## config.mk

```make
export PLATFORM = sky130hd
export DESIGN_NAME = ttw_l1_walker
export DESIGN_NICKNAME = d
export VERILOG_FILES = /design/src/rtl/ttw_pkg.sv /design/src/rtl/ttw_reg_if.sv /design/src/rtl/ttw_axil_slave.sv /design/src/rtl/ttw_desc_decode.sv /design/src/rtl/ttw_l1_walker.sv
export SDC_FILE = /design/constraint.sdc
export NUM_CORES = 1
export LEC_CHECK = 0
export ABC_AREA = 1
export BUFFER_PORTS_ARGS = -buffer_cell sky130_fd_sc_hd__buf_2
export CORE_UTILIZATION = 45
export CTS_CLUSTER_DIAMETER = 120
export DETAILED_ROUTE_END_ITERATION = 10
export PLACE_DENSITY = 0.77
export SLEW_MARGIN = 10
export SYNTH_ARGS = -nofsm -noshare
export SYNTH_HDL_FRONTEND = slang
export SYNTH_SLANG_ARGS = --single-unit
```

## constraint.sdc

```tcl
create_clock -name SYS_CLK_IN -period 2.5 [get_ports SYS_CLK_IN]
set_clock_uncertainty 0.05 [all_clocks]
set_input_delay 0.25 -clock SYS_CLK_IN [delete_from_list [all_inputs] [get_ports SYS_CLK_IN]]
set_output_delay 0.25 -clock SYS_CLK_IN [all_outputs]
set_load 0.02 [all_outputs]
```

## src/rtl/ttw_pkg.sv

```systemverilog
package ttw_pkg;

  // Register offsets (byte addresses)
  localparam int unsigned REG_AW       = 8;
  localparam logic [7:0]  OFS_CTRL     = 8'h00;
  localparam logic [7:0]  OFS_BASE     = 8'h04;
  localparam logic [7:0]  OFS_STATUS   = 8'h08;
  localparam logic [7:0]  OFS_MASK     = 8'h0c;
  localparam logic [7:0]  OFS_FADDR    = 8'h10;
  localparam logic [7:0]  OFS_FSTAT    = 8'h14;
  localparam logic [7:0]  OFS_WALKS    = 8'h18;

  // Reset values
  localparam logic [31:0] CTRL_RST     = 32'h0000_0000;
  localparam logic [31:0] BASE_RST     = 32'h0000_0000;
  localparam logic [2:0]  STATUS_RST   = 3'h0;
  localparam logic [2:0]  MASK_RST     = 3'h0;

  // Control and status bit positions
  localparam int unsigned CTRL_EN_BIT  = 0;
  localparam int unsigned ST_W         = 3;

  // Table geometry
  localparam int unsigned BASE_LSB     = 14;
  localparam int unsigned L1_IDX_LSB   = 20;
  localparam int unsigned L1_IDX_W     = 12;
  localparam int unsigned SECT_LSB     = 20;
  localparam int unsigned SUPER_LSB    = 24;
  localparam int unsigned SUPER_BIT    = 18;
  localparam int unsigned L2_BASE_LSB  = 10;
  localparam int unsigned L2_IDX_LSB   = 12;
  localparam int unsigned L2_IDX_W     = 8;

  // Descriptor type codes in bits [1:0]
  localparam logic [1:0]  DT_FAULT     = 2'h0;
  localparam logic [1:0]  DT_TABLE     = 2'h1;
  localparam logic [1:0]  DT_SECTION   = 2'h2;

  // Fault status codes
  localparam logic [3:0]  FS_NONE      = 4'h0;
  localparam logic [3:0]  FS_RESERVED  = 4'h1;
  localparam logic [3:0]  FS_TRANSLATE = 4'h5;
  localparam logic [3:0]  FS_EXTERNAL  = 4'h8;

  // AXI responses
  localparam logic [1:0]  RESP_OKAY    = 2'h0;
  localparam logic [1:0]  RESP_SLVERR  = 2'h2;

  // Section attribute fields
  typedef struct packed {
    logic       non_global_bit;
    logic       shareable;
    logic       access_permission_extension;
    logic [2:0] type_extension_field;
    logic [1:0] access_permission_bits;
    logic [3:0] domain;
    logic       execute_never_bit;
    logic       cacheable;
    logic       bufferable;
  } ttw_attr_s;

  // Pull attribute fields out of a section descriptor
  function automatic ttw_attr_s ttw_get_attr(input logic [31:0] d);
    ttw_attr_s a;
    a = '{d[17], d[16], d[15], d[14:12], d[11:10], d[8:5], d[4], d[3], d[2]};
    return a;
  endfunction

endpackage

```

## src/rtl/ttw_reg_if.sv

```systemverilog
`timescale 1ns/1ps
interface ttw_reg_if;
  logic        wr_en;
  logic [7:0]  wr_addr;
  logic [31:0] wr_data;
  logic [3:0]  wr_strb;
  logic        wr_ok;
  logic        rd_en;
  logic [7:0]  rd_addr;
  logic [31:0] rd_data;
  logic        rd_ok;

  modport bus  (output wr_en, wr_addr, wr_data, wr_strb, rd_en, rd_addr,
                input  wr_ok, rd_data, rd_ok);
  modport regs (input  wr_en, wr_addr, wr_data, wr_strb, rd_en, rd_addr,
                output wr_ok, rd_data, rd_ok);
endinterface // ttw_reg_if
```

## src/rtl/ttw_axil_slave.sv

```systemverilog
`timescale 1ns/1ps
module ttw_axil_slave
  import ttw_pkg::*;
(
  // Clock and reset
  input  wire logic              clk_in,
  input  wire logic              arst_n_in,
  input  wire logic              ce_in,
  // Write channels
  input  wire logic [REG_AW-1:0] awaddr_in,
  input  wire logic              awvalid_in,
  output logic                   awready_out,
  input  wire logic [31:0]       wdata_in,
  input  wire logic [3:0]        wstrb_in,
  input  wire logic              wvalid_in,
  output logic                   wready_out,
  output logic [1:0]             bresp_out,
  output logic                   bvalid_out,
  input  wire logic              bready_in,
  // Read channels
  input  wire logic [REG_AW-1:0] araddr_in,
  input  wire logic              arvalid_in,
  output logic                   arready_out,
  output logic [31:0]            rdata_out,
  output logic [1:0]             rresp_out,
  output logic                   rvalid_out,
  input  wire logic              rready_in,
  // Register side
  ttw_reg_if.bus                 rif
);

  logic              aw_got_r;
  logic              w_got_r;
  logic [REG_AW-1:0] addr_r;
  logic [31:0]       data_r;
  logic [3:0]        strb_r;

  wire logic aw_hs = awvalid_in && awready_out;
  wire logic w_hs  = wvalid_in && wready_out;

  // Write fires once both halves are held, either order
  assign rif.wr_en   = aw_got_r && w_got_r && !bvalid_out;
  assign rif.wr_addr = addr_r;
  assign rif.wr_data = data_r;
  assign rif.wr_strb = strb_r;
  assign rif.rd_en   = arvalid_in && arready_out;
  assign rif.rd_addr = araddr_in;

  // Write path
  always_ff @(posedge clk_in or negedge arst_n_in) begin
    if (!arst_n_in) begin
      aw_got_r <= 1'b0;
      w_got_r  <= 1'b0;
      addr_r   <= '0;
      data_r   <= '0;
      strb_r   <= '0;
      awready_out <= 1'b1;
      wready_out  <= 1'b1;
      bvalid_out  <= 1'b0;
      bresp_out   <= RESP_OKAY;
    end else if (ce_in) begin
      if (aw_hs) begin
        aw_got_r    <= 1'b1;
        addr_r      <= awaddr_in;
        awready_out <= 1'b0;
      end
      if (w_hs) begin
        w_got_r    <= 1'b1;
        data_r     <= wdata_in;
        strb_r     <= wstrb_in;
        wready_out <= 1'b0;
      end
      if (rif.wr_en) begin
        aw_got_r   <= 1'b0;
        w_got_r    <= 1'b0;
        bvalid_out <= 1'b1;
        bresp_out  <= rif.wr_ok ? RESP_OKAY : RESP_SLVERR;
      end else if (bvalid_out && bready_in) begin
        bvalid_out  <= 1'b0;
        awready_out <= 1'b1;
        wready_out  <= 1'b1;
      end
    end
  end

  // Read path: one read in flight
  always_ff @(posedge clk_in or negedge arst_n_in) begin
    if (!arst_n_in) begin
      arready_out <= 1'b1;
      rvalid_out  <= 1'b0;
      rdata_out   <= '0;
      rresp_out   <= RESP_OKAY;
    end else if (ce_in) begin
      if (rif.rd_en) begin
        arready_out <= 1'b0;
        rvalid_out  <= 1'b1;
        rdata_out   <= rif.rd_data;
        rresp_out   <= rif.rd_ok ? RESP_OKAY : RESP_SLVERR;
      end else if (rvalid_out && rready_in) begin
        rvalid_out  <= 1'b0;
        arready_out <= 1'b1;
      end
    end
  end

endmodule // ttw_axil_slave

```

## src/rtl/ttw_desc_decode.sv

```systemverilog
`timescale 1ns/1ps
module ttw_desc_decode
  import ttw_pkg::*;
(
  // Descriptor and address
  input  wire logic [31:0]  desc_in,
  input  wire logic [31:0]  va_in,
  // Classification
  output ttw_attr_s         attr_out,
  output logic              fault_out,
  output logic              rsvd_out,
  output logic              table_out,
  output logic              super_out,
  output logic [31:0]       pa_out,
  output logic [31:0]       l2_entry_out
);

  wire logic [1:0] dtype    = desc_in[1:0];
  wire logic       sect     = (dtype == DT_SECTION);
  wire logic [31:0] sect_pa = {desc_in[31:SECT_LSB], va_in[SECT_LSB-1:0]};
  wire logic [31:0] sup_pa  = {desc_in[31:SUPER_LSB], va_in[SUPER_LSB-1:0]};

  // Type 11 has no meaning here, so it aborts like a fault
  assign fault_out    = (dtype == DT_FAULT) || rsvd_out;
  assign rsvd_out     = !sect && (dtype != DT_FAULT) && (dtype != DT_TABLE);
  assign table_out    = (dtype == DT_TABLE);
  assign super_out    = sect && desc_in[SUPER_BIT];
  assign pa_out       = super_out ? sup_pa : sect_pa;
  assign attr_out     = ttw_get_attr(desc_in);
  // Second-level entry address: 1KB base plus eight VA bits
  assign l2_entry_out = {desc_in[31:L2_BASE_LSB], va_in[L2_IDX_LSB+L2_IDX_W-1:L2_IDX_LSB], 2'h0};

endmodule // ttw_desc_decode

```

## src/rtl/ttw_l1_walker.sv

```systemverilog
`timescale 1ns/1ps
// Overview of operation
// Disabled: physical address equals virtual, no fetch
// Untranslatable address aborts and reports cause
// Table is 4096 words, one per 1MB
// Software keeps table base 16KB aligned
// Fetch address is base plus four times VA[31:20]
// Low bits: 00 fault, 01 table, 10 section
// Bit 18 picks section or supersection
// Fault aborts: prefetch for fetch, else data
// Section address: descriptor top 12, VA low 20
// Sections finish without second-level access
// Table pointer hands base to second stage
// Software aligns supersections, writes sixteen copies
// Supersection flagged as one 16MB cache entry
// Fetches and data share one table
// Section returns permissions, cacheable, bufferable
// Second stage indexes with VA[19:12]
// Supersection address: descriptor top 8, VA low 24
// One aligned word read; requester stalls meanwhile
module ttw_l1_walker
  import ttw_pkg::*;
(
  // Clock, reset and enable
  input  wire logic              SYS_CLK_IN,
  input  wire logic              ARST_N_IN,
  input  wire logic              CLK_EN_IN,
  // AXI4-Lite register port
  input  wire logic [REG_AW-1:0] S_AXI_AWADDR_IN,
  input  wire logic              S_AXI_AWVALID_IN,
  output logic                   S_AXI_AWREADY_OUT,
  input  wire logic [31:0]       S_AXI_WDATA_IN,
  input  wire logic [3:0]        S_AXI_WSTRB_IN,
  input  wire logic              S_AXI_WVALID_IN,
  output logic                   S_AXI_WREADY_OUT,
  output logic [1:0]             S_AXI_BRESP_OUT,
  output logic                   S_AXI_BVALID_OUT,
  input  wire logic              S_AXI_BREADY_IN,
  input  wire logic [REG_AW-1:0] S_AXI_ARADDR_IN,
  input  wire logic              S_AXI_ARVALID_IN,
  output logic                   S_AXI_ARREADY_OUT,
  output logic [31:0]            S_AXI_RDATA_OUT,
  output logic [1:0]             S_AXI_RRESP_OUT,
  output logic                   S_AXI_RVALID_OUT,
  input  wire logic              S_AXI_RREADY_IN,
  // Core request
  input  wire logic              REQ_VALID_IN,
  input  wire logic [31:0]       REQ_VA_IN,
  input  wire logic              REQ_IS_FETCH_IN,
  output logic                   REQ_READY_OUT,
  // Core response
  output logic                   RSP_VALID_OUT,
  output logic [31:0]            RSP_PA_OUT,
  output ttw_attr_s              RSP_ATTR_OUT,
  output logic                   RSP_SUPER_OUT,
  output logic                   RSP_PREFETCH_ABORT_OUT,
  output logic                   RSP_DATA_ABORT_OUT,
  output logic [3:0]             RSP_FAULT_STATUS_OUT,
  // Second-level hand-off
  output logic                   L2_VALID_OUT,
  output logic [31:0]            L2_ENTRY_ADDR_OUT,
  output logic [31:0]            L2_VA_OUT,
  output logic                   L2_IS_FETCH_OUT,
  // Descriptor read port
  output logic                   MEM_RD_VALID_OUT,
  output logic [31:0]            MEM_RD_ADDR_OUT,
  input  wire logic              MEM_RD_READY_IN,
  input  wire logic              MEM_RD_DATA_VALID_IN,
  input  wire logic [31:0]       MEM_RD_DATA_IN,
  input  wire logic              MEM_RD_ERR_IN,
  // Interrupt
  output logic                   IRQ_OUT
);

  typedef enum logic [1:0] {S_IDLE, S_ADDR, S_DATA} ttw_state_e;

  ttw_reg_if rif ();

  ttw_state_e     state_r;
  logic [31:0]    ctrl_r;
  logic [31:0]    base_r;
  logic [ST_W-1:0] status_r;
  logic [ST_W-1:0] mask_r;
  logic [31:0]    faddr_r;
  logic [3:0]     fstat_r;
  logic [31:0]    walks_r;
  logic [31:0]    va_r;
  logic           fetch_r;

  ttw_attr_s      dec_attr;
  logic           dec_fault;
  logic           dec_rsvd;
  logic           dec_table;
  logic           dec_super;
  logic [31:0]    dec_pa;
  logic [31:0]    dec_l2;

  // Byte-lane merge, shared by the control, base and mask words
  function automatic logic [31:0] merge(input logic [31:0] old, input logic [31:0] d, input logic [3:0] s);
    logic [31:0] r;
    r = old;
    for (int i = 0; i < 4; i++) begin
      if (s[i]) begin
        r[i*8 +: 8] = d[i*8 +: 8];
      end
    end
    return r;
  endfunction

  ttw_axil_slave u_bus (
    .clk_in      (SYS_CLK_IN),
    .arst_n_in   (ARST_N_IN),
    .ce_in       (CLK_EN_IN),
    .awaddr_in   (S_AXI_AWADDR_IN),
    .awvalid_in  (S_AXI_AWVALID_IN),
    .awready_out (S_AXI_AWREADY_OUT),
    .wdata_in    (S_AXI_WDATA_IN),
    .wstrb_in    (S_AXI_WSTRB_IN),
    .wvalid_in   (S_AXI_WVALID_IN),
    .wready_out  (S_AXI_WREADY_OUT),
    .bresp_out   (S_AXI_BRESP_OUT),
    .bvalid_out  (S_AXI_BVALID_OUT),
    .bready_in   (S_AXI_BREADY_IN),
    .araddr_in   (S_AXI_ARADDR_IN),
    .arvalid_in  (S_AXI_ARVALID_IN),
    .arready_out (S_AXI_ARREADY_OUT),
    .rdata_out   (S_AXI_RDATA_OUT),
    .rresp_out   (S_AXI_RRESP_OUT),
    .rvalid_out  (S_AXI_RVALID_OUT),
    .rready_in   (S_AXI_RREADY_IN),
    .rif         (rif.bus)
  );

  // The descriptor is decoded straight off the read data bus
  ttw_desc_decode u_dec (
    .desc_in      (MEM_RD_DATA_IN),
    .va_in        (va_r),
    .attr_out     (dec_attr),
    .fault_out    (dec_fault),
    .rsvd_out     (dec_rsvd),
    .table_out    (dec_table),
    .super_out    (dec_super),
    .pa_out       (dec_pa),
    .l2_entry_out (dec_l2)
  );

  // Register decode
  wire logic wr_ctrl   = rif.wr_en && (rif.wr_addr == OFS_CTRL);
  wire logic wr_base   = rif.wr_en && (rif.wr_addr == OFS_BASE);
  wire logic wr_status = rif.wr_en && (rif.wr_addr == OFS_STATUS);
  wire logic wr_mask   = rif.wr_en && (rif.wr_addr == OFS_MASK);
  assign rif.wr_ok = wr_ctrl || wr_base || wr_status || wr_mask;

  // Read mux; the read-only words answer OKAY, writes to them SLVERR
  always_comb begin
    rif.rd_ok   = 1'b1;
    rif.rd_data = '0;
    case (rif.rd_addr)
      OFS_CTRL:   rif.rd_data = ctrl_r;
      OFS_BASE:   rif.rd_data = base_r;
      OFS_STATUS: rif.rd_data = {{(32-ST_W){1'b0}}, status_r};
      OFS_MASK:   rif.rd_data = {{(32-ST_W){1'b0}}, mask_r};
      OFS_FADDR:  rif.rd_data = faddr_r;
      OFS_FSTAT:  rif.rd_data = {28'h0, fstat_r};
      OFS_WALKS:  rif.rd_data = walks_r;
      default:    rif.rd_ok   = 1'b0;
    endcase
  end

  // Walk events
  wire logic mmu_en   = ctrl_r[CTRL_EN_BIT];
  wire logic req_take = REQ_VALID_IN && REQ_READY_OUT;
  wire logic data_in  = (state_r == S_DATA) && MEM_RD_DATA_VALID_IN;
  wire logic ev_ext   = data_in && MEM_RD_ERR_IN;
  wire logic ev_fault = data_in && !MEM_RD_ERR_IN && dec_fault;
  wire logic ev_l2    = data_in && !MEM_RD_ERR_IN && dec_table;
  wire logic ev_sect  = data_in && !MEM_RD_ERR_IN && !dec_fault && !dec_table;
  wire logic ev_abort = ev_ext || ev_fault;
  // Base low bits are ignored in the fetch
  wire logic [31:0] tbl_base  = {base_r[31:BASE_LSB], {BASE_LSB{1'b0}}};
  wire logic [31:0] fetch_adr = tbl_base + {18'h0, REQ_VA_IN[L1_IDX_LSB +: L1_IDX_W], 2'h0};
  wire logic [3:0]  cause     = ev_ext ? FS_EXTERNAL : (dec_rsvd ? FS_RESERVED : FS_TRANSLATE);
  // Set wins over a write-one clear in the same cycle
  wire logic [ST_W-1:0] st_set = {ev_l2, ev_ext, ev_abort};
  wire logic [ST_W-1:0] st_clr = wr_status ? rif.wr_data[ST_W-1:0] & {ST_W{rif.wr_strb[0]}} : '0;
  wire logic [ST_W-1:0] status_nxt = (status_r & ~st_clr) | st_set;

  // Software registers and fault record
  always_ff @(posedge SYS_CLK_IN or negedge ARST_N_IN) begin
    if (!ARST_N_IN) begin
      ctrl_r   <= CTRL_RST;
      base_r   <= BASE_RST;
      status_r <= STATUS_RST;
      mask_r   <= MASK_RST;
      faddr_r  <= '0;
      fstat_r  <= FS_NONE;
      walks_r  <= '0;
      IRQ_OUT  <= 1'b0;
    end else if (CLK_EN_IN) begin
      if (wr_ctrl) ctrl_r <= merge(ctrl_r, rif.wr_data, rif.wr_strb) & 32'h0000_0001;
      if (wr_base) base_r <= merge(base_r, rif.wr_data, rif.wr_strb);
      if (wr_mask) mask_r <= ST_W'(merge({{(32-ST_W){1'b0}}, mask_r}, rif.wr_data, rif.wr_strb));
      status_r <= status_nxt;
      IRQ_OUT  <= |(status_nxt & mask_r);
      if (ev_abort) begin
        faddr_r <= va_r;
        fstat_r <= cause;
      end
      if (req_take && mmu_en) walks_r <= walks_r + 32'h1;
    end
  end

  // Walk sequencer: one descriptor read at a time, core stalled meanwhile
  always_ff @(posedge SYS_CLK_IN or negedge ARST_N_IN) begin
    if (!ARST_N_IN) begin
      state_r  <= S_IDLE;
      va_r     <= '0;
      fetch_r  <= 1'b0;
      REQ_READY_OUT    <= 1'b1;
      MEM_RD_VALID_OUT <= 1'b0;
      MEM_RD_ADDR_OUT  <= '0;
    end else if (CLK_EN_IN) begin
      case (state_r)
        S_IDLE: begin
          if (req_take && mmu_en) begin
            va_r             <= REQ_VA_IN;
            fetch_r          <= REQ_IS_FETCH_IN;
            REQ_READY_OUT    <= 1'b0;
            MEM_RD_VALID_OUT <= 1'b1;
            MEM_RD_ADDR_OUT  <= fetch_adr;
            state_r          <= S_ADDR;
          end
        end
        S_ADDR: begin
          if (MEM_RD_READY_IN) begin
            MEM_RD_VALID_OUT <= 1'b0;
            state_r          <= S_DATA;
          end
        end
        S_DATA: begin
          if (MEM_RD_DATA_VALID_IN) begin
            REQ_READY_OUT <= 1'b1;
            state_r       <= S_IDLE;
          end
        end
        default: begin
          state_r       <= S_IDLE;
          REQ_READY_OUT <= 1'b1;
        end
      endcase
    end
  end

  // Core answer and second-level hand-off, one-cycle pulses
  always_ff @(posedge SYS_CLK_IN or negedge ARST_N_IN) begin
    if (!ARST_N_IN) begin
      RSP_VALID_OUT          <= 1'b0;
      RSP_PA_OUT             <= '0;
      RSP_ATTR_OUT           <= '0;
      RSP_SUPER_OUT          <= 1'b0;
      RSP_PREFETCH_ABORT_OUT <= 1'b0;
      RSP_DATA_ABORT_OUT     <= 1'b0;
      RSP_FAULT_STATUS_OUT   <= FS_NONE;
      L2_VALID_OUT           <= 1'b0;
      L2_ENTRY_ADDR_OUT      <= '0;
      L2_VA_OUT              <= '0;
      L2_IS_FETCH_OUT        <= 1'b0;
    end else if (CLK_EN_IN) begin
      RSP_VALID_OUT <= 1'b0;
      L2_VALID_OUT  <= 1'b0;
      if (req_take && !mmu_en) begin
        RSP_VALID_OUT          <= 1'b1;
        RSP_PA_OUT             <= REQ_VA_IN;
        RSP_ATTR_OUT           <= '0;
        RSP_SUPER_OUT          <= 1'b0;
        RSP_PREFETCH_ABORT_OUT <= 1'b0;
        RSP_DATA_ABORT_OUT     <= 1'b0;
        RSP_FAULT_STATUS_OUT   <= FS_NONE;
      end
      if (ev_abort) begin
        RSP_VALID_OUT          <= 1'b1;
        RSP_PA_OUT             <= '0;
        RSP_ATTR_OUT           <= '0;
        RSP_SUPER_OUT          <= 1'b0;
        RSP_PREFETCH_ABORT_OUT <= fetch_r;
        RSP_DATA_ABORT_OUT     <= !fetch_r;
        RSP_FAULT_STATUS_OUT   <= cause;
      end
      if (ev_sect) begin
        RSP_VALID_OUT          <= 1'b1;
        RSP_PA_OUT             <= dec_pa;
        RSP_ATTR_OUT           <= dec_attr;
        RSP_SUPER_OUT          <= dec_super;
        RSP_PREFETCH_ABORT_OUT <= 1'b0;
        RSP_DATA_ABORT_OUT     <= 1'b0;
        RSP_FAULT_STATUS_OUT   <= FS_NONE;
      end
      if (ev_l2) begin
        L2_VALID_OUT      <= 1'b1;
        L2_ENTRY_ADDR_OUT <= dec_l2;
        L2_VA_OUT         <= va_r;
        L2_IS_FETCH_OUT   <= fetch_r;
      end
    end
  end

endmodule // ttw_l1_walker

```

# Word-level counts from Yosys, hierarchy flattened

Index checks and enable logic that the tools add are counted.

Input port bits: 129
Register bits after elaboration: 383

Reductions and logical operators: 71
Bitwise operators: 6
Multiplexer cells: 54
Equality and inequality tests: 17
Add/sub/neg operators: 2

Operator list:

| cell                  | count |
|---|---|
| $pmux 32 s7           | 1 |
| $mux 32               | 3 |
| $mux 15               | 3 |
| $add 32x1->32 const B | 1 |
| $add 32x14->32        | 1 |
| $eq 8x4->1 const B    | 4 |
| $mux 1                | 32 |
| $eq 8x5->1 const B    | 3 |
| $logic_and 1x1->1     | 24 |
| $mux 24               | 1 |
| $reduce_and 2->1      | 12 |
| $reduce_and 3->1      | 7 |
| $eq 8x3->1 const B    | 2 |
| $logic_not 8->1       | 2 |
| $mux 4                | 4 |
| $reduce_and 4->1      | 3 |
| $reduce_bool 2->1     | 6 |
| $mux 2                | 5 |
| $and 3x3->3           | 3 |
| $logic_not 1->1       | 7 |
| $reduce_or 7->1       | 1 |
| $mux 3                | 2 |
| $ne 2x2->1 const B    | 3 |
| $pmux 2 s3            | 1 |
| other kinds (12)      | 19 |

# Depth between registers and ports, before layout

Gate-level depths: netlist of run 1.

Word-level depth: 10
Mapped depth: 12
Mapped depth without buffers: 10

# By module

Synthesis of run 1 repeated with hierarchy kept, for this count alone.

Cell total of the unflattened synthesis: 1,884
Area total of the unflattened synthesis: 16,668.5 µm²

Modules (own cells, without submodules):

| module          | cells an instance | instances | area each (µm²) |
|---|---|---|---|
| ttw_l1_walker   | 1,404             | 1         | 12,539.5 |
| ttw_axil_slave  | 385               | 1         | 3,457.1 |
| ttw_desc_decode | 95                | 1         | 671.9 |

# Least setup slack after synthesis of run 1

Ideal clock, no wire load.

Path type: register to register
Start: register REQ_READY_OUT
End: register walks_r[24]
Buffers on the path: 1
Arrival: 1.519 ns
Cell stages (with the launch flop): 11
Period minus slack after synthesis: 1.689 ns
Path slack: 0.811 ns
Required time: 2.330 ns
Path through: dfstp_2 > nand2_1 > inv_1 > nand2_1 > buf_6 > nor2_4 > nand3_2 > nor2_2 > nand2_1 > o21ai_1 > nand2_1

Cells in the longest elaborated chain, start to end: 3

RTL lines:

| what                       | line                 | RTL |
|---|---|---|
| start, declared            | ttw_l1_walker.sv:50  | `output logic REQ_READY_OUT,` |
| start signal, assigned     | ttw_l1_walker.sv:219 | `REQ_READY_OUT <= 1'b1;` |
| start signal, assigned     | ttw_l1_walker.sv:228 | `REQ_READY_OUT <= 1'b0;` |
| start signal, assigned     | ttw_l1_walker.sv:242 | `REQ_READY_OUT <= 1'b1;` |
| $logic_and 1x1->1          | ttw_l1_walker.sv:172 | `wire logic req_take = REQ_VALID_IN && REQ_READY_OUT;` |
| $logic_and 1x1->1          | ttw_l1_walker.sv:209 | `if (req_take && mmu_en) walks_r <= walks_r + 32'h1;` |
| $reduce_and 2->1 (no line) | -                    |  |
| end signal, assigned       | ttw_l1_walker.sv:209 |  |
| end, declared              | ttw_l1_walker.sv:86  | `logic [31:0] walks_r;` |

No other way between the ends.
A chain may end at the register's enable or synchronous reset.

# Final worst setup path of run 1

Start: register state_r[0]
End: register RSP_PA_OUT[24]

Cells in the longest elaborated chain, start to end: 7
Elaborated cells between the ends (all ways): 12
Those cells by class: eq/ne: 1; mux: 2; reduce/logical: 9

RTL lines:

| what                                                          | line                                       | RTL |
|---|---|---|
| start, declared                                               | ttw_l1_walker.sv:79                        | `ttw_state_e state_r;` |
| start signal, assigned                                        | ttw_l1_walker.sv:216                       | `state_r <= S_IDLE;` |
| start signal, assigned                                        | ttw_l1_walker.sv:231                       | `state_r <= S_ADDR;` |
| start signal, assigned                                        | ttw_l1_walker.sv:237                       | `state_r <= S_DATA;` |
| $eq 2x2->1 *                                                  | ttw_l1_walker.sv:173                       | `wire logic data_in = (state_r == S_DATA) && MEM_RD_DATA_VALID_IN;` |
| $logic_and 1x1->1 *                                           | ttw_l1_walker.sv:173                       |  |
| $logic_and 1x1->1                                             | ttw_l1_walker.sv:175, ttw_l1_walker.sv:177 |  |
| $logic_and 1x1->1 (on tied branches)                          | ttw_l1_walker.sv:177, ttw_l1_walker.sv:175 |  |
| $logic_and 1x1->1 / $logic_or 1x1->1 (equally long branches)  | ttw_l1_walker.sv:177, ttw_l1_walker.sv:178 |  |
| $reduce_bool 3->1 (no line) / $mux 32 (equally long branches) | -                                          |  |
| $reduce_and 2->1 (no line) / $mux 32 (equally long branches)  | -                                          |  |
| end signal, assigned                                          | ttw_l1_walker.sv:291                       | `RSP_PA_OUT <= dec_pa;` |
| end, declared                                                 | ttw_l1_walker.sv:53                        | `output logic [31:0] RSP_PA_OUT,` |

Mark *: on every way between the ends. The rest lies on a longest branch, timed or not.

==> results.toml, run 1 <==
[yosys]
cell_area_after_technology_mapping_um2 = 15500
synthesis.instances = 1816
synth_cell_type_count = 42
synthesized_flop_and_latch_total = 357
synth_warnings = 0
post_synth.cell_area_avg_um2 = 8.53
share_of_flip_flops_with_an_asynchronous_set_or_reset_after_synthesis_pct = 100
seq_total_area_yosys_pct = 57.7
ys.flop_type = "sky130_fd_sc_hd__dfrtp_1"
synth_enable_flop_cells = 0

[clock_tree]
htree_levels = 2
clkSlewWorstSetupHoldPaths_ns = 0.06
tritoncts = "yes"
clock-root-buffer = "sky130_fd_sc_hd__clkbuf_16"
insertion_delay_ns = 0.53
cts.sink_count = 357
cts_buffer_depth = 3
tritoncts.num_buffers = 40

[outcome]
run_status = "finished, final reports clean"

[placed_design]
dpl-instance-area_um2 = 17500
detailed_placement_wirelength_estimate_um = 32400
io_buffers = 317
dp_worst_setup_slack_ns = 0.315
globalplace.congestion = 0.914

[global_route]
grt_start_max_net_pins = 81
grt_first_pass_wirelength_um = 75400
grt-ovfl-total = 0
total_routing_resource_utilization_after_global_routing_pct = 27.1
first_global_vias = 13800
antenna_found_initial = 1

[floorplan]
initial_core_util_pct = 46.0
num_rows = 67
io-pin-count = 326
fp.dieArea_um2 = 35200
fp.dieH_um = 188
chipWidth_um = 188
floorplan_core_area_um2 = 33700

[setup_path]
worstPathRequired_ns = 2.90
timing_worst_setup_path_type = "flop to flop"
cp_max_fo = 23
critical_path_arrival_ns = 2.58
crit_path_start_kind = "flop"
cp-end-kind = "flop"

[sta]
timing.slew.headroom_pct = 53.3
worst_pin_slew_ns = 0.700
post-route-min-period_ns = 2.18
setup_viol = 0
totalNegativeSetupSlack_ns = 0
setup_repair_after_global_routing_missed_its_margin = "no"
timing.final.ws_setup_ns = 0.324
hold_vio_cnt_final = 0
highest_clock_frequency_the_design_can_meet_mhz = 460
layout_worst_path_cycle_share_pct = 87.0
maxSlewViolCount = 0

[layout]
area.growth.synth_to_final_pct = 29.0
drive_above_1_share_pct = 20.4
layout.cells.most_common = "sky130_fd_sc_hd__nand2_1"
most-common-layout-cells = "sky130_fd_sc_hd__nand2_1, sky130_fd_sc_hd__dfrtp_1, sky130_fd_sc_hd__buf_2, sky130_fd_sc_hd__o21ai_0, sky130_fd_sc_hd__inv_1"
final_design_area_no_fill_um2 = 20000
finalCoreUtilization_pct = 59.3
fin_nets = 2364

[power_and_ir_drop]
power.ir.vdd_worst_mv = 0.811
power_density_nw_per_um2 = 1040
static-leakage-power_nw = 10.8
fin_total_pwr_mw = 20.7

[routing]
antenna_violating_nets_left = 0
met2RoutedLength_um = 22400
drt_pass1_iterations = 6
wl_met1_um = 20300
num_vias = 14000
met3WireLength_um = 3470
drt_drc_violations_left = 0
avgRoutedWirePerCell_um = 17.6
avgViaCountPerCell = 5.17
finalWirelength_um = 47600
routed.top_layer = "met4"
drtIter0Drc = 1134

[min_path]
hold_path.class = "input pin to flop"

[run]
drv_cap = 0
synthesized netlist by cell type (all sizes together) (2+ instances only):
cell type	number	area, um^2
nor3	20	116
buf	55	332
nand2	730	2760
o211ai	24	180
nand4	7	43.8
ha	4	50.1
a21oi	28	151
o21ai	199	996
nand3	61	333
inv	157	589
mux2i	5	50.1
nand3b	5	37.5
xnor2	4	35.0
o22ai	2	12.5
dfstp	4	105
xor2	14	123
nor2	84	378
a21boi	5	37.5
mux2	14	158
dfrtp	353	8830
clkbuf	35	133
report_power, final:
part           switching, mW  internal [mW]  total [mW]
logic                   3.97           1.88        5.85
registers               1.12           7.63        8.76
clock network           2.38           3.72        6.10
area by class of cell:
| type | instances | area, um^2 |
|---|---|---|
| fillers | 2876 | 13700 |
| clock buffers | 58 | 1150 |
| repair buffers | 457 | 3000 |
| flip-flops and latches | 357 | 8940 |
| multi-input cells | 1218 | 5540 |
| diodes | 1 | 2.50 |
| well taps | 448 | 561 |
| clock inverters | 13 | 209 |
| inverters | 157 | 589 |
flip-flops by register name, indices dropped and copies added, names as in the netlist, 2 cells and up:
signal	cells
L2_VA_OUT	32
RSP_PA_OUT	32
base_r	32
faddr_r	32
u_bus.rdata_out	32
u_bus.rif.wr_data	32
walks_r	32
va_r	31
L2_ENTRY_ADDR_OUT	22
MEM_RD_ADDR_OUT	19
RSP_ATTR_OUT	15
u_bus.rif.wr_addr	8
u_bus.rif.wr_strb	4
RSP_FAULT_STATUS_OUT	3
fstat_r	3
mask_r	3
status_r	3
state_r	2
worst max-delay path, cell delays in order (launching register included):
cell and delay (ns):
sky130_fd_sc_hd__dfrtp_1 0.42, sky130_fd_sc_hd__inv_2 0.09, sky130_fd_sc_hd__nand3_4 0.09, sky130_fd_sc_hd__nor2_4 0.06, sky130_fd_sc_hd__nand2_1 0.12, sky130_fd_sc_hd__inv_2 0.05, sky130_fd_sc_hd__nor2_2 0.41, sky130_fd_sc_hd__buf_4 0.39
sky130_fd_sc_hd__nand2_1 0.10, sky130_fd_sc_hd__o21ai_0 0.13, sky130_fd_sc_hd__nand2_1 0.09, sky130_fd_sc_hd__nand2_1 0.08
cells by family after synthesis:
| family | Yosys count | share of synthesized area [%] |
|---|---|---|
| fa+ha+maj | 4 | 0.323 |
| mux | 19 | 1.34 |
| compound gates | 261 | 9.04 |
| xor+xnor | 18 | 1.02 |
| flops | 357 | 57.7 |
| other cells | 1 | 0.0242 |
| buf+inv | 247 | 6.80 |
| simple gates | 909 | 23.8 |
what timing repair did:
item,in CTS,in global routing
gates resized for setup,0,0
hold endpoints to repair,180,0
endpoints found under the setup margin,0,0
buffers inserted,0,0
hold buffers,111,0
per-layer routing:
metal	GRT usage, %	vias up
met1	36.5	6750
met4	9.10	0
met5	0	-
li1	-	6522
met2	43.8	631
met3	5.45	105
path summary, 6_finish.rpt:
check                            startpoint                  end  slack [ns]  cells after the start
setup reg to reg                 state_r[0]       RSP_PA_OUT[24]        0.32                     11
setup / recovery                 state_r[0]       RSP_PA_OUT[24]        0.32                     11
hold reg to reg            RSP_ATTR_OUT[10]     RSP_ATTR_OUT[10]        0.42                      2
hold / removal              S_AXI_RREADY_IN     u_bus.rvalid_out        0.03                      4
min in group asynchronous         ARST_N_IN  MEM_RD_ADDR_OUT[28]        0.23                      2
max in group asynchronous         ARST_N_IN        L2_VA_OUT[24]        1.35                      3
through the flow:
step | std cells | hold WS [ns]
floorplan | 1822 | -0.0956
global placement | 2526 | 0.181
detailed placement | 2526 | 0.184
CTS | 2708 | 0.0154
global route | 2709 | 0.0355
finish | 2709 | 0.0341
Power figures use the tool's default switching activity.
==> inputs of run 2 (changes only) <==
Settings changed: CTS_CLUSTER_SIZE set to 25, PLACE_DENSITY 0.77 to not set, PLACE_DENSITY_LB_ADDON set to 0.08.
==> run 2 against run 1 <==
Global-route usage down 1.3 points. Register-to-register slack about the same. Core utilization fell by 2.5 points. Sequential share of layout area increased by 1.9 points. Critical endpoint is now va_r[15].
==> results.toml, run 2 (synthesized netlist as in run 1, its figures left out) <==
[routing]
finalWirelength_um = 44500
antenna_violating_nets_left = 0
drtIter0Drc = 871
avgViaCountPerCell = 4.93
num_vias = 13100
drt_pass1_iterations = 5
drt_drc_violations_left = 0
avgRoutedWirePerCell_um = 16.7

[setup_path]
rr_startpoint = "REQ_READY_OUT"
worst_case_reg_to_reg_path_depth = 8
ff_to_ff_setup_slack_ns = 0.32
timing_worst_setup_path_type = "flop to flop"
crit-reg2reg-capture = "va_r[15]"
cp_max_fo = 67
crit_path_start_kind = "flop"
worstPathRequired_ns = 2.86
critical_path_arrival_ns = 2.54
cp-end-kind = "flop"

[floorplan]
fp.dieH_um = 188
fp.dieArea_um2 = 35200
floorplan_core_area_um2 = 33700
num_rows = 67
initial_core_util_pct = 46.0
chipWidth_um = 188
io-pin-count = 326

[global_route]
grt-ovfl-total = 0
total_routing_resource_utilization_after_global_routing_pct = 25.7
globalRouteMet1Util_pct = 36.1
global_route.usage.met2_pct = 41.1
grt_first_pass_wirelength_um = 71400
grt_start_max_net_pins = 91
first_global_vias = 12800
antenna_found_initial = 3
grt_util_met3_pct = 4.96
global_routing_s_busiest_layer = "met2"

[clock_tree]
post_cts.resized_instances = 0
clkSlewWorstSetupHoldPaths_ns = 0.11
cts_buffer_depth = 3
tritoncts = "yes"
htree_levels = 1
tritoncts.num_buffers = 18
insertion_delay_ns = 0.54
clock-root-buffer = "sky130_fd_sc_hd__clkbuf_16"
post_cts_setup_repair_buffer_count = 0
cts.sink_count = 357

[run]
drv_cap = 0

[layout]
most-common-layout-cells = "sky130_fd_sc_hd__nand2_1, sky130_fd_sc_hd__dfrtp_1, sky130_fd_sc_hd__buf_2, sky130_fd_sc_hd__o21ai_0, sky130_fd_sc_hd__inv_1"
fin_nets = 2340
layout.cells.most_common = "sky130_fd_sc_hd__nand2_1"
area.growth.synth_to_final_pct = 23.7
drive_above_1_share_pct = 18.7
finalCoreUtilization_pct = 56.9

[power_and_ir_drop]
power.ir.vdd_worst_mv = 0.615
static-leakage-power_nw = 10.3
power_density_nw_per_um2 = 923
fin_total_pwr_mw = 17.7

[sta]
hold_vio_cnt_final = 0
timing.slew.headroom_pct = 51.7
maxSlewViolCount = 0
post-route-min-period_ns = 2.18
setup_repair_after_global_routing_missed_its_margin = "no"
worst_pin_slew_ns = 0.724
highest_clock_frequency_the_design_can_meet_mhz = 459
setup_viol = 0
worst_case_hold_slack_ns = 0.0207
layout_worst_path_cycle_share_pct = 87.2
totalNegativeSetupSlack_ns = 0

[min_path]
timing.hold.worst_endpoint = "u_bus.bvalid_out"
hold_path.class = "input pin to flop"
hold-path-cell-count = 4
hold_start = "S_AXI_BREADY_IN"

[placed_design]
detailed_placement_wirelength_estimate_um = 31400
io_buffers = 317
globalplace.congestion = 0.881

[outcome]
run_status = "finished, final reports clean"
[run 2: critical path, stage by stage, from the launching register on]
cell and delay [ns]:
sky130_fd_sc_hd__dfstp_2 0.55, sky130_fd_sc_hd__nand2_1 0.07, sky130_fd_sc_hd__inv_1 0.08, sky130_fd_sc_hd__nand2_1 0.36
sky130_fd_sc_hd__inv_2 0.33, sky130_fd_sc_hd__nand2_1 0.11, sky130_fd_sc_hd__inv_2 0.08, sky130_fd_sc_hd__buf_12 0.24
sky130_fd_sc_hd__o21ai_0 0.13
[run 2: power breakdown]
part	internal, mW	switching (mW)	total, mW	leakage [nW]
Clock	1.42	1.91	3.33	0.250
Sequential	7.61	1.03	8.64	4.47
Combinational	1.89	3.83	5.72	5.62
[run 2: worst max-delay path by stage]
| stage | to | from | depth (start not counted) | slack (ns) |
|---|---|---|---|---|
| floorplan | walks_r[24] | REQ_READY_OUT | 10 | 0.81 |
| global placement | RSP_PA_OUT[9] | MEM_RD_DATA_IN[0] | 11 | 0.25 |
| detailed placement | RSP_PA_OUT[14] | MEM_RD_DATA_IN[0] | 11 | 0.19 |
| CTS | va_r[29] | REQ_READY_OUT | 9 | 0.33 |
| global route | va_r[11] | REQ_READY_OUT | 9 | 0.09 |
| finish | va_r[15] | REQ_READY_OUT | 8 | 0.32 |
[run 2: per-stage QoR]
| stage | setup slack, ns | instances | cell area [um^2] |
|---|---|---|---|
| final | 0.319 | 2663 | 19200 |
| after detailed placement | 0.191 | 2519 | 17500 |
| after global routing | 0.0886 | 2663 | 19200 |
| after CTS | 0.332 | 2660 | 19200 |
| after floorplan | 0.811 | 1822 | 15500 |
| after global placement | 0.245 | 2519 | 17500 |
[run 2: final cells by class]
type,count,area [um^2]
multi-input cells,1218,5540
inverters,157,589
well taps,448,561
clock buffers,24,494
flip-flops and latches,357,8940
diodes,3,7.51
repair buffers,455,3010
fillers,3167,14500
clock inverters,1,20.0
[run 2: repair_timing]
item                       CTS  global route
hold buffers               116             0
setup endpoints to repair    0             0
hold endpoints to repair   249             0
[run 2: layer usage]
layer / wire length, um / vias up / part of all wire [%]
met4: 941 / 0 / 2.1
met3: 2980 / 51 / 6.7
met1: 20100 / 6253 / 45
met5: 0 / - / 0
li1: - / 6458 / -
met2: 20500 / 372 / 46
==> inputs of run 3 (changes only) <==
Clock period 2.5 ns to 1.8 ns, I/O delays scaled along.
==> run 3 against run 2 <==
Routed wire length grew 2.0%. Sequential cell count is the same. Die area is the same. Largest cell class unchanged.
==> results.toml, run 3 (synthesized netlist as in run 1, its figures left out) <==
[sta]
worst_case_hold_slack_ns = 0.0489
hold_vio_cnt_final = 0
maxSlewViolCount = 0
post-route-min-period_ns = 1.72
totalNegativeSetupSlack_ns = 0
highest_clock_frequency_the_design_can_meet_mhz = 580
layout_worst_path_cycle_share_pct = 95.8
setup_repair_after_global_routing_missed_its_margin = "yes"
setup_viol = 0

[routing]
finalWirelength_um = 45400
avgViaCountPerCell = 4.89
drt_pass1_iterations = 6
num_vias = 13400
antenna_violating_nets_left = 0
drt_drc_violations_left = 0
avgRoutedWirePerCell_um = 16.6
drtIter0Drc = 851

[floorplan]
floorplan_core_area_um2 = 33700
initial_core_util_pct = 46.0
chipWidth_um = 188
fp.dieH_um = 188
io-pin-count = 326
num_rows = 67
fp.dieArea_um2 = 35200

[global_route]
antenna_found_initial = 2
grt_start_max_net_pins = 72
grt_first_pass_wirelength_um = 72900
grt-ovfl-total = 0
total_routing_resource_utilization_after_global_routing_pct = 26.2
first_global_vias = 13200

[placed_design]
globalplace.congestion = 0.899
detailed_placement_wirelength_estimate_um = 32800
io_buffers = 317
dpl-instance-area_um2 = 18000
place.detailed.instances = 2570

[power_and_ir_drop]
power_density_nw_per_um2 = 1260
static-leakage-power_nw = 10.7
power.ir.vdd_worst_mv = 1.01

[outcome]
run_status = "finished, final reports clean"

[layout]
fin_nets = 2401
finalNonFillerCells = 2730
area.growth.synth_to_final_pct = 28.0
layout.cells.most_common = "sky130_fd_sc_hd__nand2_1"
most-common-layout-cells = "sky130_fd_sc_hd__nand2_1, sky130_fd_sc_hd__dfrtp_1, sky130_fd_sc_hd__buf_2, sky130_fd_sc_hd__o21ai_0, sky130_fd_sc_hd__inv_1"
drive_above_1_share_pct = 21.2
finalCoreUtilization_pct = 58.8
final_design_area_no_fill_um2 = 19800

[clock_tree]
tritoncts.num_buffers = 18
htree_levels = 1
insertion_delay_ns = 0.54
cts.sink_count = 357
clock-root-buffer = "sky130_fd_sc_hd__clkbuf_16"
tritoncts = "yes"
clkSlewWorstSetupHoldPaths_ns = 0.11
cts_buffer_depth = 3

[setup_path]
cp-end-kind = "flop"
worst_case_reg_to_reg_path_depth = 9
worstPathRequired_ns = 2.17
critical_path_arrival_ns = 2.10
ff_to_ff_setup_slack_ns = 0.08
timing.critical_path.to = "walks_r[16]"
timing_worst_setup_path_type = "flop to flop"
rr_startpoint = "REQ_READY_OUT"
startpoint = "REQ_READY_OUT"
crit-reg2reg-capture = "walks_r[16]"
crit_path_start_kind = "flop"
cp_max_fo = 7

[run]
drv_cap = 0

[min_path]
hold_path.class = "input pin to async pin"
-- run 3: cell types whose count changed in the layout (fill, tap and decap cells not counted), sizes merged --
cell	delta
clkbuf	+6
dlygate4sd3	+1
diode	-1
buf	+60
clkinv	+1
-- run 3: stage by stage --
stage	power, mW	worst slack (ns)
floorplan	16.8	0.111
global placement	19.9	0.00874
detailed placement	20.1	-0.0571
CTS	25.1	0.0160
global route	26.5	-0.0259
finish	24.9	0.0756
-- run 3: what timing repair did --
item / CTS / global route
pin swaps: 4 / 7
gates resized for setup: 4 / 13
endpoints found under the setup margin: 32 / 110
buffers inserted: 4 / 5
endpoints found under the hold margin: 507 / 0
hold buffers: 117 / 0
-- run 3: how the worst min path moves through the flow --
stage                                       end  slack, ns  depth (start not counted)            startpoint
after floorplan                         IRQ_OUT      -0.17                          0             ARST_N_IN
after global placement    u_bus.rif.wr_data[30]       0.02                          1             ARST_N_IN
after detailed placement  u_bus.rif.wr_data[30]       0.02                          1             ARST_N_IN
after CTS                            state_r[1]       0.01                          4  MEM_RD_DATA_VALID_IN
after global routing         u_bus.rresp_out[1]       0.05                          2             ARST_N_IN
final                      u_bus.rif.wr_data[3]       0.05                          2             ARST_N_IN
-- run 3: where the power goes --
| part | internal [mW] | total [mW] | switching (mW) |
|---|---|---|---|
| registers | 10.6 | 12.0 | 1.44 |
| logic | 2.82 | 8.22 | 5.40 |
| clock network | 1.96 | 4.67 | 2.71 |
-- run 3: critical path, cell delays in order, from the launching register on --
cell	delay, ns
sky130_fd_sc_hd__dfstp_2	0.55
sky130_fd_sc_hd__nand2_2	0.05
sky130_fd_sc_hd__inv_2	0.06
sky130_fd_sc_hd__nand2_2	0.06
sky130_fd_sc_hd__buf_12	0.14
sky130_fd_sc_hd__nor2_4	0.11
sky130_fd_sc_hd__nand2_2	0.09
sky130_fd_sc_hd__nor2_4	0.24
sky130_fd_sc_hd__nand2_1	0.10
sky130_fd_sc_hd__xor2_1	0.15
-- run 3: layout make-up --
class	count	area [um^2]
Timing Repair Buffer	516	3610
Multi-Input combinational cell	1218	5580
Clock inverter	2	36.3
Antenna cell	2	5.00
Inverter	157	594
Tap cell	448	561
Fill cell	3089	13900
Sequential cell	357	8940
Clock buffer	30	495
-- run 3: per-layer routing --
layer  vias to the layer above  GRT usage (%)  share of wire (%)
met5                         -              0                  0
met4                         0           6.75                2.6
met3                        61           4.19                6.1
met2                       406           42.7                 47
met1                      6312           36.6                 44
li1                       6582              -                  -
